## src/rtl/wdt_pkg.sv

```systemverilog
// Notes on behaviour
// - Time-out with reset enabled asserts system reset for exactly 128 clocks.
// - Usable as a plain 16-bit interval timer raising interrupts instead.
// - Tick comes from the clock via prescaler, then selected divider.
// - Prescaler accepts every value from 0 to 255.
// - Divider offers exactly 16, 32, 64 and 128.
// - Tick period is (prescaler+1) times division factor clock periods.
// - Enabling does not load the reload value; counter keeps its value.
// - Block watches the core debug acknowledge input.
// - While debug acknowledge is high, time-out asserts no reset.
// - Control bit 5 timer enable, bit 2 interrupt, bit 0 reset enable.
// - Control bits 15:8 prescaler, 4:3 divider select, 00 gives 16.
// - Each time-out reloads the counter from the reload value register; a count write in the same cycle wins.
package wdt_pkg;
  localparam logic [15:0] CTRL_RESET   = 16'h8021;
  localparam logic [15:0] RELOAD_RESET = 16'h8000;
  localparam logic [15:0] COUNT_RESET  = 16'h8000;
  localparam int          EN_BIT       = 5;
  localparam int          INT_BIT      = 2;
  localparam int          RST_BIT      = 0;
  localparam int          PRE_MSB      = 15;
  localparam int          PRE_LSB      = 8;
  localparam int          SEL_MSB      = 4;
  localparam int          SEL_LSB      = 3;
  localparam int          RST_CYCLES   = 128;
  localparam logic [7:0]  RST_LAST     = 8'(RST_CYCLES - 1);
  localparam logic [1:0]  DIV16_CODE   = 2'h0;
endpackage

```

## src/rtl/watchdog_interval_timer.sv

```systemverilog
module watchdog_interval_timer
(
  // Clock and reset
  input  wire logic        i_clk,
  input  wire logic        i_rst_b,
  // Register writes
  input  wire logic        i_ctrl_we,
  input  wire logic [15:0] i_ctrl_wdata,
  input  wire logic        i_reload_we,
  input  wire logic [15:0] i_reload_wdata,
  input  wire logic        i_count_we,
  input  wire logic [15:0] i_count_wdata,
  // Core status
  input  wire logic        i_core_debug_acknowledge,
  // Register views
  output logic      [15:0] o_wd_control_reg,
  output logic      [15:0] o_wd_reload_value_reg,
  output logic      [15:0] o_wd_count_reg,
  // Events
  output logic             o_irq,
  output logic             o_sys_rst
);

  typedef enum logic [0:0]
  {
    ST_IDLE = 1'b0,
    ST_RST  = 1'b1
  } rst_state_t;

  typedef struct packed
  {
    logic [15:0] ctrl;
    logic [15:0] reload;
    logic [15:0] count;
    logic [7:0]  pre_cnt;
    logic [6:0]  div_cnt;
    logic [7:0]  rst_cnt;
    rst_state_t  st;
    logic        irq;
    logic        sys_rst;
    logic [8:0]  pulse_len;
    logic [15:0] gap;
    logic        gap_valid;
  } state_t;

  state_t s_r;
  state_t s_nxt;

  logic [6:0] div_last;
  logic       pre_done;
  logic       tick;
  logic       enabled;
  logic       timeout;

  always_comb
  begin
    case (s_r.ctrl[wdt_pkg::SEL_MSB:wdt_pkg::SEL_LSB])
      2'h0:    div_last = 7'h0F;
      2'h1:    div_last = 7'h1F;
      2'h2:    div_last = 7'h3F;
      default: div_last = 7'h7F;
    endcase
  end

  assign enabled  = s_r.ctrl[wdt_pkg::EN_BIT];
  // Full 8-bit prescale compare, so 0 divides by one
  assign pre_done = s_r.pre_cnt == s_r.ctrl[wdt_pkg::PRE_MSB:wdt_pkg::PRE_LSB];
  assign tick     = enabled && pre_done && (s_r.div_cnt >= div_last);
  assign timeout  = tick && (s_r.count == 16'h0000);

  always_comb
  begin
    s_nxt     = s_r;
    s_nxt.irq = 1'b0;
    if (i_ctrl_we)
      s_nxt.ctrl = i_ctrl_wdata;
    if (i_reload_we)
      s_nxt.reload = i_reload_wdata;
    // Prescaler chain held at zero while disabled, restarts cleanly on enable
    if (!enabled)
    begin
      s_nxt.pre_cnt = 8'h00;
      s_nxt.div_cnt = 7'h00;
    end
    else if (pre_done)
    begin
      s_nxt.pre_cnt = 8'h00;
      // >= guards against a select change shrinking the divider mid-count
      s_nxt.div_cnt = (s_r.div_cnt >= div_last) ? 7'h00
                                                : 7'(s_r.div_cnt + 7'h01);
    end
    else
      s_nxt.pre_cnt = 8'(s_r.pre_cnt + 8'h01);
    // Enable never touches the count; only ticks and writes do
    if (timeout)
      s_nxt.count = s_r.reload;
    else if (tick)
      s_nxt.count = 16'(s_r.count - 16'h0001);
    if (i_count_we)
      s_nxt.count = i_count_wdata;
    if (timeout && s_r.ctrl[wdt_pkg::INT_BIT])
      s_nxt.irq = 1'b1;
    // Checker-only pulse length, kept apart from the reset sequencer
    if (s_r.sys_rst)
      s_nxt.pulse_len = 9'(s_r.pulse_len + 9'h001);
    else
      s_nxt.pulse_len = 9'h000;
    // Checker-only tick spacing; a control write voids the measurement
    if (tick || i_ctrl_we || !enabled)
      s_nxt.gap = 16'h0000;
    else
      s_nxt.gap = 16'(s_r.gap + 16'h0001);
    if (i_ctrl_we || !enabled)
      s_nxt.gap_valid = 1'b0;
    else if (tick)
      s_nxt.gap_valid = 1'b1;
    case (s_r.st)
      ST_IDLE:
      begin
        if (timeout && s_r.ctrl[wdt_pkg::RST_BIT]
            && !i_core_debug_acknowledge)
        begin
          s_nxt.st      = ST_RST;
          s_nxt.rst_cnt = 8'h00;
          s_nxt.sys_rst = 1'b1;
        end
      end
      ST_RST:
      begin
        if (s_r.rst_cnt == wdt_pkg::RST_LAST)
        begin
          s_nxt.st      = ST_IDLE;
          s_nxt.sys_rst = 1'b0;
        end
        else
          s_nxt.rst_cnt = 8'(s_r.rst_cnt + 8'h01);
      end
      default:
      begin
        s_nxt.st      = ST_IDLE;
        s_nxt.sys_rst = 1'b0;
      end
    endcase
  end

  always_ff @(posedge i_clk)
  begin
    if (!i_rst_b)
    begin
      s_r         <= '0;
      s_r.ctrl    <= wdt_pkg::CTRL_RESET;
      s_r.reload  <= wdt_pkg::RELOAD_RESET;
      s_r.count   <= wdt_pkg::COUNT_RESET;
      s_r.st      <= ST_IDLE;
    end
    else
      s_r <= s_nxt;
  end

  assign o_wd_control_reg      = s_r.ctrl;
  assign o_wd_reload_value_reg = s_r.reload;
  assign o_wd_count_reg        = s_r.count;
  assign o_irq                 = s_r.irq;
  assign o_sys_rst             = s_r.sys_rst;

  // Assertions
  // Expected tick spacing, worked out from the control word alone
  logic [15:0] period;
  logic [2:0]  period_sh;
  assign period_sh = 3'h4 + 3'(s_r.ctrl[wdt_pkg::SEL_MSB:wdt_pkg::SEL_LSB]);
  assign period    = 16'(16'(s_r.ctrl[wdt_pkg::PRE_MSB:wdt_pkg::PRE_LSB])
                         + 16'h0001) << period_sh;

  rst_length_a: assert property (@(posedge i_clk) disable iff (!i_rst_b)
    $fell(o_sys_rst) |-> s_r.pulse_len == 9'h080)
    else $error("reset pulse not 128 cycles");
  rst_cap_a: assert property (@(posedge i_clk) disable iff (!i_rst_b)
    s_r.pulse_len <= 9'h080)
    else $error("reset pulse too long");
  rst_cause_a: assert property (@(posedge i_clk) disable iff (!i_rst_b)
    timeout && s_r.ctrl[wdt_pkg::RST_BIT] && !i_core_debug_acknowledge
    && !o_sys_rst |=> o_sys_rst)
    else $error("time-out missed reset");
  debug_block_a: assert property (@(posedge i_clk) disable iff (!i_rst_b)
    !o_sys_rst && i_core_debug_acknowledge |=> !o_sys_rst)
    else $error("reset during debug");
  irq_cause_a: assert property (@(posedge i_clk) disable iff (!i_rst_b)
    o_irq |-> $past(timeout) && $past(s_r.ctrl[wdt_pkg::INT_BIT]))
    else $error("spurious interrupt");
  reload_load_a: assert property (@(posedge i_clk) disable iff (!i_rst_b)
    timeout && !i_count_we |=> o_wd_count_reg == $past(o_wd_reload_value_reg))
    else $error("no reload at time-out");
  count_dec_a: assert property (@(posedge i_clk) disable iff (!i_rst_b)
    tick && !timeout && !i_count_we
    |=> o_wd_count_reg == 16'($past(o_wd_count_reg) - 16'h0001))
    else $error("count did not decrement");
  hold_off_a: assert property (@(posedge i_clk) disable iff (!i_rst_b)
    !enabled && !i_count_we |=> $stable(o_wd_count_reg))
    else $error("disabled counter moved");
  tick_rate_a: assert property (@(posedge i_clk) disable iff (!i_rst_b)
    tick && !i_ctrl_we
    && s_r.ctrl[wdt_pkg::PRE_MSB:wdt_pkg::PRE_LSB] == 8'h00
    && s_r.ctrl[wdt_pkg::SEL_MSB:wdt_pkg::SEL_LSB] == wdt_pkg::DIV16_CODE
    |-> ##1 !tick [*8])
    else $error("tick too early");
  tick_period_a: assert property (@(posedge i_clk) disable iff (!i_rst_b)
    tick && s_r.gap_valid |-> 16'(s_r.gap + 16'h0001) == period)
    else $error("tick period wrong");
  irq_pulse_a: assert property (@(posedge i_clk) disable iff (!i_rst_b)
    o_irq |=> !o_irq)
    else $error("interrupt longer than one cycle");
  irq_off_a: assert property (@(posedge i_clk) disable iff (!i_rst_b)
    timeout && !s_r.ctrl[wdt_pkg::INT_BIT] |=> !o_irq)
    else $error("interrupt while disabled");
  quiet_off_a: assert property (@(posedge i_clk) disable iff (!i_rst_b)
    !enabled && !o_sys_rst |=> !o_sys_rst && !o_irq)
    else $error("disabled timer raised event");

  rst_seen_c: cover property (@(posedge i_clk) $rose(o_sys_rst));
  irq_seen_c: cover property (@(posedge i_clk) o_irq);
  debug_mask_c: cover property (@(posedge i_clk)
    timeout && i_core_debug_acknowledge && s_r.ctrl[wdt_pkg::RST_BIT]);
  rst_end_c: cover property (@(posedge i_clk) $fell(o_sys_rst));
  div128_c: cover property (@(posedge i_clk)
    tick && s_r.ctrl[wdt_pkg::SEL_MSB:wdt_pkg::SEL_LSB] == 2'h3);

endmodule

```

## config.mk

```make
export PLATFORM = sky130hd
export DESIGN_NAME = watchdog_interval_timer
export DESIGN_NICKNAME = d
export VERILOG_FILES = /design/src/rtl/wdt_pkg.sv /design/src/rtl/watchdog_interval_timer.sv
export SDC_FILE = /design/constraint.sdc
export NUM_CORES = 1
export LEC_CHECK = 0
export BUFFER_PORTS_ARGS = -buffer_cell sky130_fd_sc_hd__buf_4
export CAP_MARGIN = 20
export CORE_MARGIN = 2
export CORE_UTILIZATION = 42
export DETAILED_ROUTE_END_ITERATION = 16
export PLACE_DENSITY = 0.66
export SLEW_MARGIN = 20
export SYNTH_ARGS = -nofsm -noshare
export SYNTH_HDL_FRONTEND = slang
export SYNTH_SLANG_ARGS = --single-unit
```

## constraint.sdc

```tcl
create_clock -name i_clk -period 4.26 [get_ports i_clk]
set_clock_uncertainty 0.1 [all_clocks]
set_input_delay 0.426 -clock i_clk [delete_from_list [all_inputs] [get_ports i_clk]]
set_output_delay 0.426 -clock i_clk [all_outputs]
set_load 0.05 [all_outputs]
```

# Word-level counts from Yosys, hierarchy flattened
# Cells that the tools add are included.
[word_totals]
register_bits = 74
latch_bits = 0
mem_bits_rw = 0
rom_bits = 0
in_bits = 54
output_inout_bits = 50
wordCells = 51
memories = 0
[classes]
add_sub_neg = 4
mul = 0
div = 0
magnitude_cmp = 1
n_eq_ne = 7
shifts = 0
n_mux = 13
n_bitwise = 3
reduce_logical = 14
[ops]
columns = ["cell", "count"]
rows = [
  ["$mux 16", 3],
  ["$pmux 7 s3", 1],
  ["$pmux 9 s2", 1],
  ["$add 8x1->8 const B", 2],
  ["$logic_not 16->1", 1],
  ["$sub 16x1->16 const B", 1],
  ["$mux 9", 1],
  ["$eq 8x7->1 const B", 1],
  ["$eq 8x8->1", 1],
  ["$mux 8", 1],
  ["$add 7x1->7 const B", 1],
  ["$ge 7x7->1", 1],
  ["$mux 7", 1],
  ["$logic_and 1x1->1", 6],
  ["$reduce_and 2->1", 3],
  ["$mux 1", 4],
  ["$ne 2x2->1 const B", 2],
  ["$not 1->1", 3],
  ["$reduce_bool 3->1", 1],
  ["$reduce_or 3->1", 1],
  ["$eq 2x1->1 const B", 1],
  ["$eq 2x2->1 const B", 1],
  ["$logic_not 2->1", 1],
  ["$ne 2x1->1 const B", 1],
  ["other kinds (2)", 2],
]

# Logic depth before layout (Yosys ltp)
[logic_depth]
word_depth = 9
depth_mapped = 8
depth_no_buf = 7

# Least setup slack after synthesis
# Ideal clock, no wire load.
[synth_timing]
path_kind = "register -> register"
from = "register s_r, in the netlist o_wd_control_reg[4]"
to = "register s_r, in the netlist o_wd_count_reg[15]"
setup_ns = 0.140
arrival_ns = 1.768
t_required_ns = 4.020
path_slack_ns = 2.252
path_stages_with_launch = 9
n_path_buf = 1
synth_period_minus_slack_ns = 2.008
cell_sequence = "dfxtp_1 -> nand2_1 -> ha_1 -> nand3_1 -> nor3_1 -> o2111ai_4 -> clkbuf_1 -> o21ai_0 -> nand4_1"
[synth_via]
elab_chain_len = 7
word_cells_on_any_way = 10
classes_between = "1 x order compare; 2 x eq/ne; 3 x mux; 4 x reduce/logical"
[synth_rtl]
columns = ["element", "line_no", "text"]
rows = [
  ["start, declared", "watchdog_interval_timer.sv:46", "state_t s_r;"],
  ["start signal, assigned", "watchdog_interval_timer.sv:157", "s_r <= s_nxt;"],
  ["$eq 2x2->1, or another cell as far along", "watchdog_interval_timer.sv:57", "case (s_r.ctrl[wdt_pkg::SEL_MSB:wdt_pkg::SEL_LSB])"],
  ["$pmux 7 s3 (*)", "watchdog_interval_timer.sv:57", ""],
  ["$ge 7x7->1 (*)", "watchdog_interval_timer.sv:68", "assign tick = enabled && pre_done && (s_r.div_cnt >= div_last);"],
  ["$logic_and 1x1->1 (*)", "watchdog_interval_timer.sv:68", ""],
  ["$logic_and 1x1->1", "watchdog_interval_timer.sv:69", "assign timeout = tick && (s_r.count == 16'h0000);"],
  ["$mux 16", "watchdog_interval_timer.sv:95", "if (timeout)"],
  ["$mux 16", "watchdog_interval_timer.sv:99", "if (i_count_we)"],
]
# Mark *: on every way between the ends. The rest lies on a longest branch, timed or not.
# A chain may end at the register's enable or synchronous reset.

# Worst setup path in the final report
[layout_timing]
from = "register s_r, in the netlist o_wd_control_reg[4]"
to = "register s_r, in the netlist o_wd_count_reg[4]"
# Same word-level chain as after synthesis.

==> impl_metrics.py <==
metrics = {
    "grt": {
        "grt_start_max_net_pins": 61,
        "gr-usage-all-layers": 0.181,
        "grt_pass1_wl_mm": 15.0,
        "grt_pass1_vias": 3062,
        "antenna_found_initial": 0,
        "overflow": 0,
    },
    "route": {
        "drtPass1Iterations": 5,
        "wirelength_mm": 9.61,
        "drt-vias-per-instance": 5.25,
        "drtIter0Drc": 132,
        "route.vias.total": 3396,
        "wire_per_inst_um": 14.9,
        "drc": 0,
        "ant_nets": 0,
    },
    "cells_and_area": {
        "fill_cells": 940,
        "largest_reg_flops": 24,
        "regArea_um2": 1480,
        "syn2layout_area_growth_pct": 16.4,
        "multi_input_area_um2": 2180,
        "fin_util": 0.497,
        "diodes": 0,
        "top_register": "s_r",
        "finalNetCount": 573,
        "layout-drive-gt1-share": 0.245,
        "layout_common_cells": "buf_4 (105), dfxtp_1 (74), mux2i_1 (37)",
        "final_common_cell": "buf_4",
    },
    "logic_synthesis": {
        "synth_top_cell_area_share": 0.358,
        "synth-main-ff-cell": "dfxtp_1",
        "ys_ff_latch": 74,
        "synth-edff-count": 0,
        "synth.distinct_cells": 53,
        "postSynth.asyncResetShare": 0,
        "avgSynthCellArea_um2": 8.97,
        "syn_nets": 523,
        "synthCells": 461,
        "synth.cell_area_um2": 4140,
        "synth.yosys.seq_area_share": 0.358,
        "synth_area_leaders": "dfxtp_1 (36%), mux2i_1 (9.0%), buf_4 (8.7%), nor2b_1 (5.1%), xor2_1 (4.4%)",
        "synth_largest_area_cell": "dfxtp_1",
        "ys_warn_count": 0,
    },
    "floorplan": {
        "ios": 104,
        "die_y_um": 103,
        "initial_core_util": 0.427,
        "core_area_um2": 9680,
        "rows": 36,
        "die_x_um": 103,
        "dieArea_um2": 10700,
    },
    "power": {
        "pwr-share-comb": 0.218,
        "p_clk_frac": 0.295,
        "vdd_drop_max_mv": 0.138,
        "p_int_mw": 1.08,
        "p_sw_uw": 493,
        "swShare": 0.314,
        "seq_power_share": 0.487,
        "pwr_density_cell_nw_per_um2": 326,
        "leakage_nw": 2.12,
    },
    "clocking": {
        "ctsResizeCount": 0,
        "hold_buffers": 0,
        "clock_sinks": 74,
        "cts_setup_buffers": 0,
        "clkTransAtPathRegs_ns": 0.07,
        "numCtsBuffers": 9,
        "h-tree-depth": 3,
        "cts_root_buf": "clkbuf_8",
        "cts_tree": "done",
        "clk_path_buf_depth": 2,
        "insertion_delay_ns": 0.35,
    },
    "timing": {
        "max-slew-margin-rel": 0.400,
        "rsz0062_at_grt": "false",
        "hold_viol": 0,
        "drv_slew": 0,
        "max_freq_ghz": 0.409,
        "worstMarginPinSlew_ns": 0.892,
        "final.min_clock_period_ns": 2.44,
        "period_share": 0.573,
        "finalSetupTns_ns": 0,
        "final-setup-viol-count": 0,
    },
    "worst_setup_path": {
        "r2r_cells": 7,
        "cp_max_fo": 28,
        "critPathKind": "flop to flop",
        "reg2reg_to": "o_wd_count_reg[4]",
        "cp-startpoint": "o_wd_control_reg[4]",
        "cp.required_ns": 4.44,
        "worstReg2RegStart": "o_wd_control_reg[4]",
        "critPathArrivalTime_ns": 2.62,
        "endpoint_kind": "flop",
        "critPathLaunchType": "flop",
        "r2r_setup_slack_ns": 1.82,
    },
    "min_path": {
        "hold_depth": 3,
        "hold_class": "input port to flop",
        "holdCritStartpoint": "i_count_wdata[0]",
        "hold_end": "o_wd_count_reg[0]",
    },
    "placement": {
        "hpwlAfterDp_mm": 6.99,
        "place.gp.congestion": 0.844,
        "io_buffers": 103,
    },
    "status": {
        "run_status": "completed",
    },
    "run": {
        "drv_cap": 0,
    },
}
[layout make-up]
class,count,share of cell area
Sequential cell,74,0.308
Multi-Input combinational cell,312,0.454
Clock buffer,11,0.0294
Inverter,9,0.00702
Tap cell,133,0.0346
Timing Repair Buffer,105,0.164
Clock inverter,3,0.00364
[through the flow]
stage               hold slack, ns  area, µm²  setup slack [ns]  instances  power, mW
finish                       0.187       4810              1.82        647       1.57
global placement             0.352       4650              1.78        633       1.12
detailed placement           0.357       4650              1.70        633       1.12
CTS                          0.173       4810              1.81        647       1.59
floorplan                    0.328       4140              2.25        461       1.04
global route                 0.176       4810              1.60        647       1.65
[worst max-delay path, stage by stage, from the launching register on]
cell	delay, ns
dfxtp_1	0.39
nand2_1	0.08
ha_1	0.29
nand3_1	0.08
nor3_1	0.33
o2111ai_4	0.45
or3_1	0.49
a31oi_1	0.17
[metal layers]
| layer | track usage | part of all wire | wire length [µm] |
|---|---|---|---|
| met4 | 0.0638 | 0.012 | 116 |
| met1 | 0.238 | 0.46 | 4380 |
| met3 | 0.0376 | 0.049 | 473 |
| met2 | 0.294 | 0.48 | 4640 |
| met5 | 0 | 0 | 0 |
[logic make-up after synthesis]
| group | synth area share |
|---|---|
| compound gates | 0.118 |
| xor+xnor | 0.0635 |
| fa+ha+maj | 0.0242 |
| buf+inv | 0.114 |
| flops | 0.358 |
| mux | 0.0896 |
| simple gates | 0.232 |
[synthesized netlist by cell type (2+ instances only)]
cell	n
nand3_1	22
o21ai_1	9
o21ai_0	11
nand3b_1	2
a211o_1	5
a31oi_1	6
a32oi_1	7
mux2i_1	37
nor2b_1	34
or4_1	3
nor4_4	4
o211ai_1	2
o31a_1	2
a21oi_1	4
clkbuf_1	15
nor4_1	4
inv_1	8
o2111ai_1	3
xnor2_1	9
o22ai_1	2
nor3_1	9
dfxtp_1	74
nand4_1	11
or3_1	2
and2_1	4
nand2_1	30
a21o_1	3
nand2b_1	3
xor2_1	21
a21boi_1	2
and3_1	6
o31ai_1	5
nor2_1	28
buf_4	48
ha_1	8
[worst max path at each step]
stage                                    end  slack (ns)  cells after the start
after floorplan           o_wd_count_reg[15]        2.25                      8
after global placement    o_wd_count_reg[14]        1.78                      6
after detailed placement  o_wd_count_reg[14]        1.70                      6
after CTS                  o_wd_count_reg[4]        1.81                      7
after global routing       o_wd_count_reg[4]        1.60                      7
final                      o_wd_count_reg[4]        1.82                      7
[power groups by stage]
stage	Clock, mW	Sequential [mW]	Combinational, mW
final	0.463	0.765	0.342
after global routing	0.509	0.769	0.367
after floorplan	0	0.766	0.276
after global placement	0	0.779	0.340
after detailed placement	0	0.780	0.343
after CTS	0.478	0.764	0.344
No activity file was read; power rests on OpenSTA's default activity.
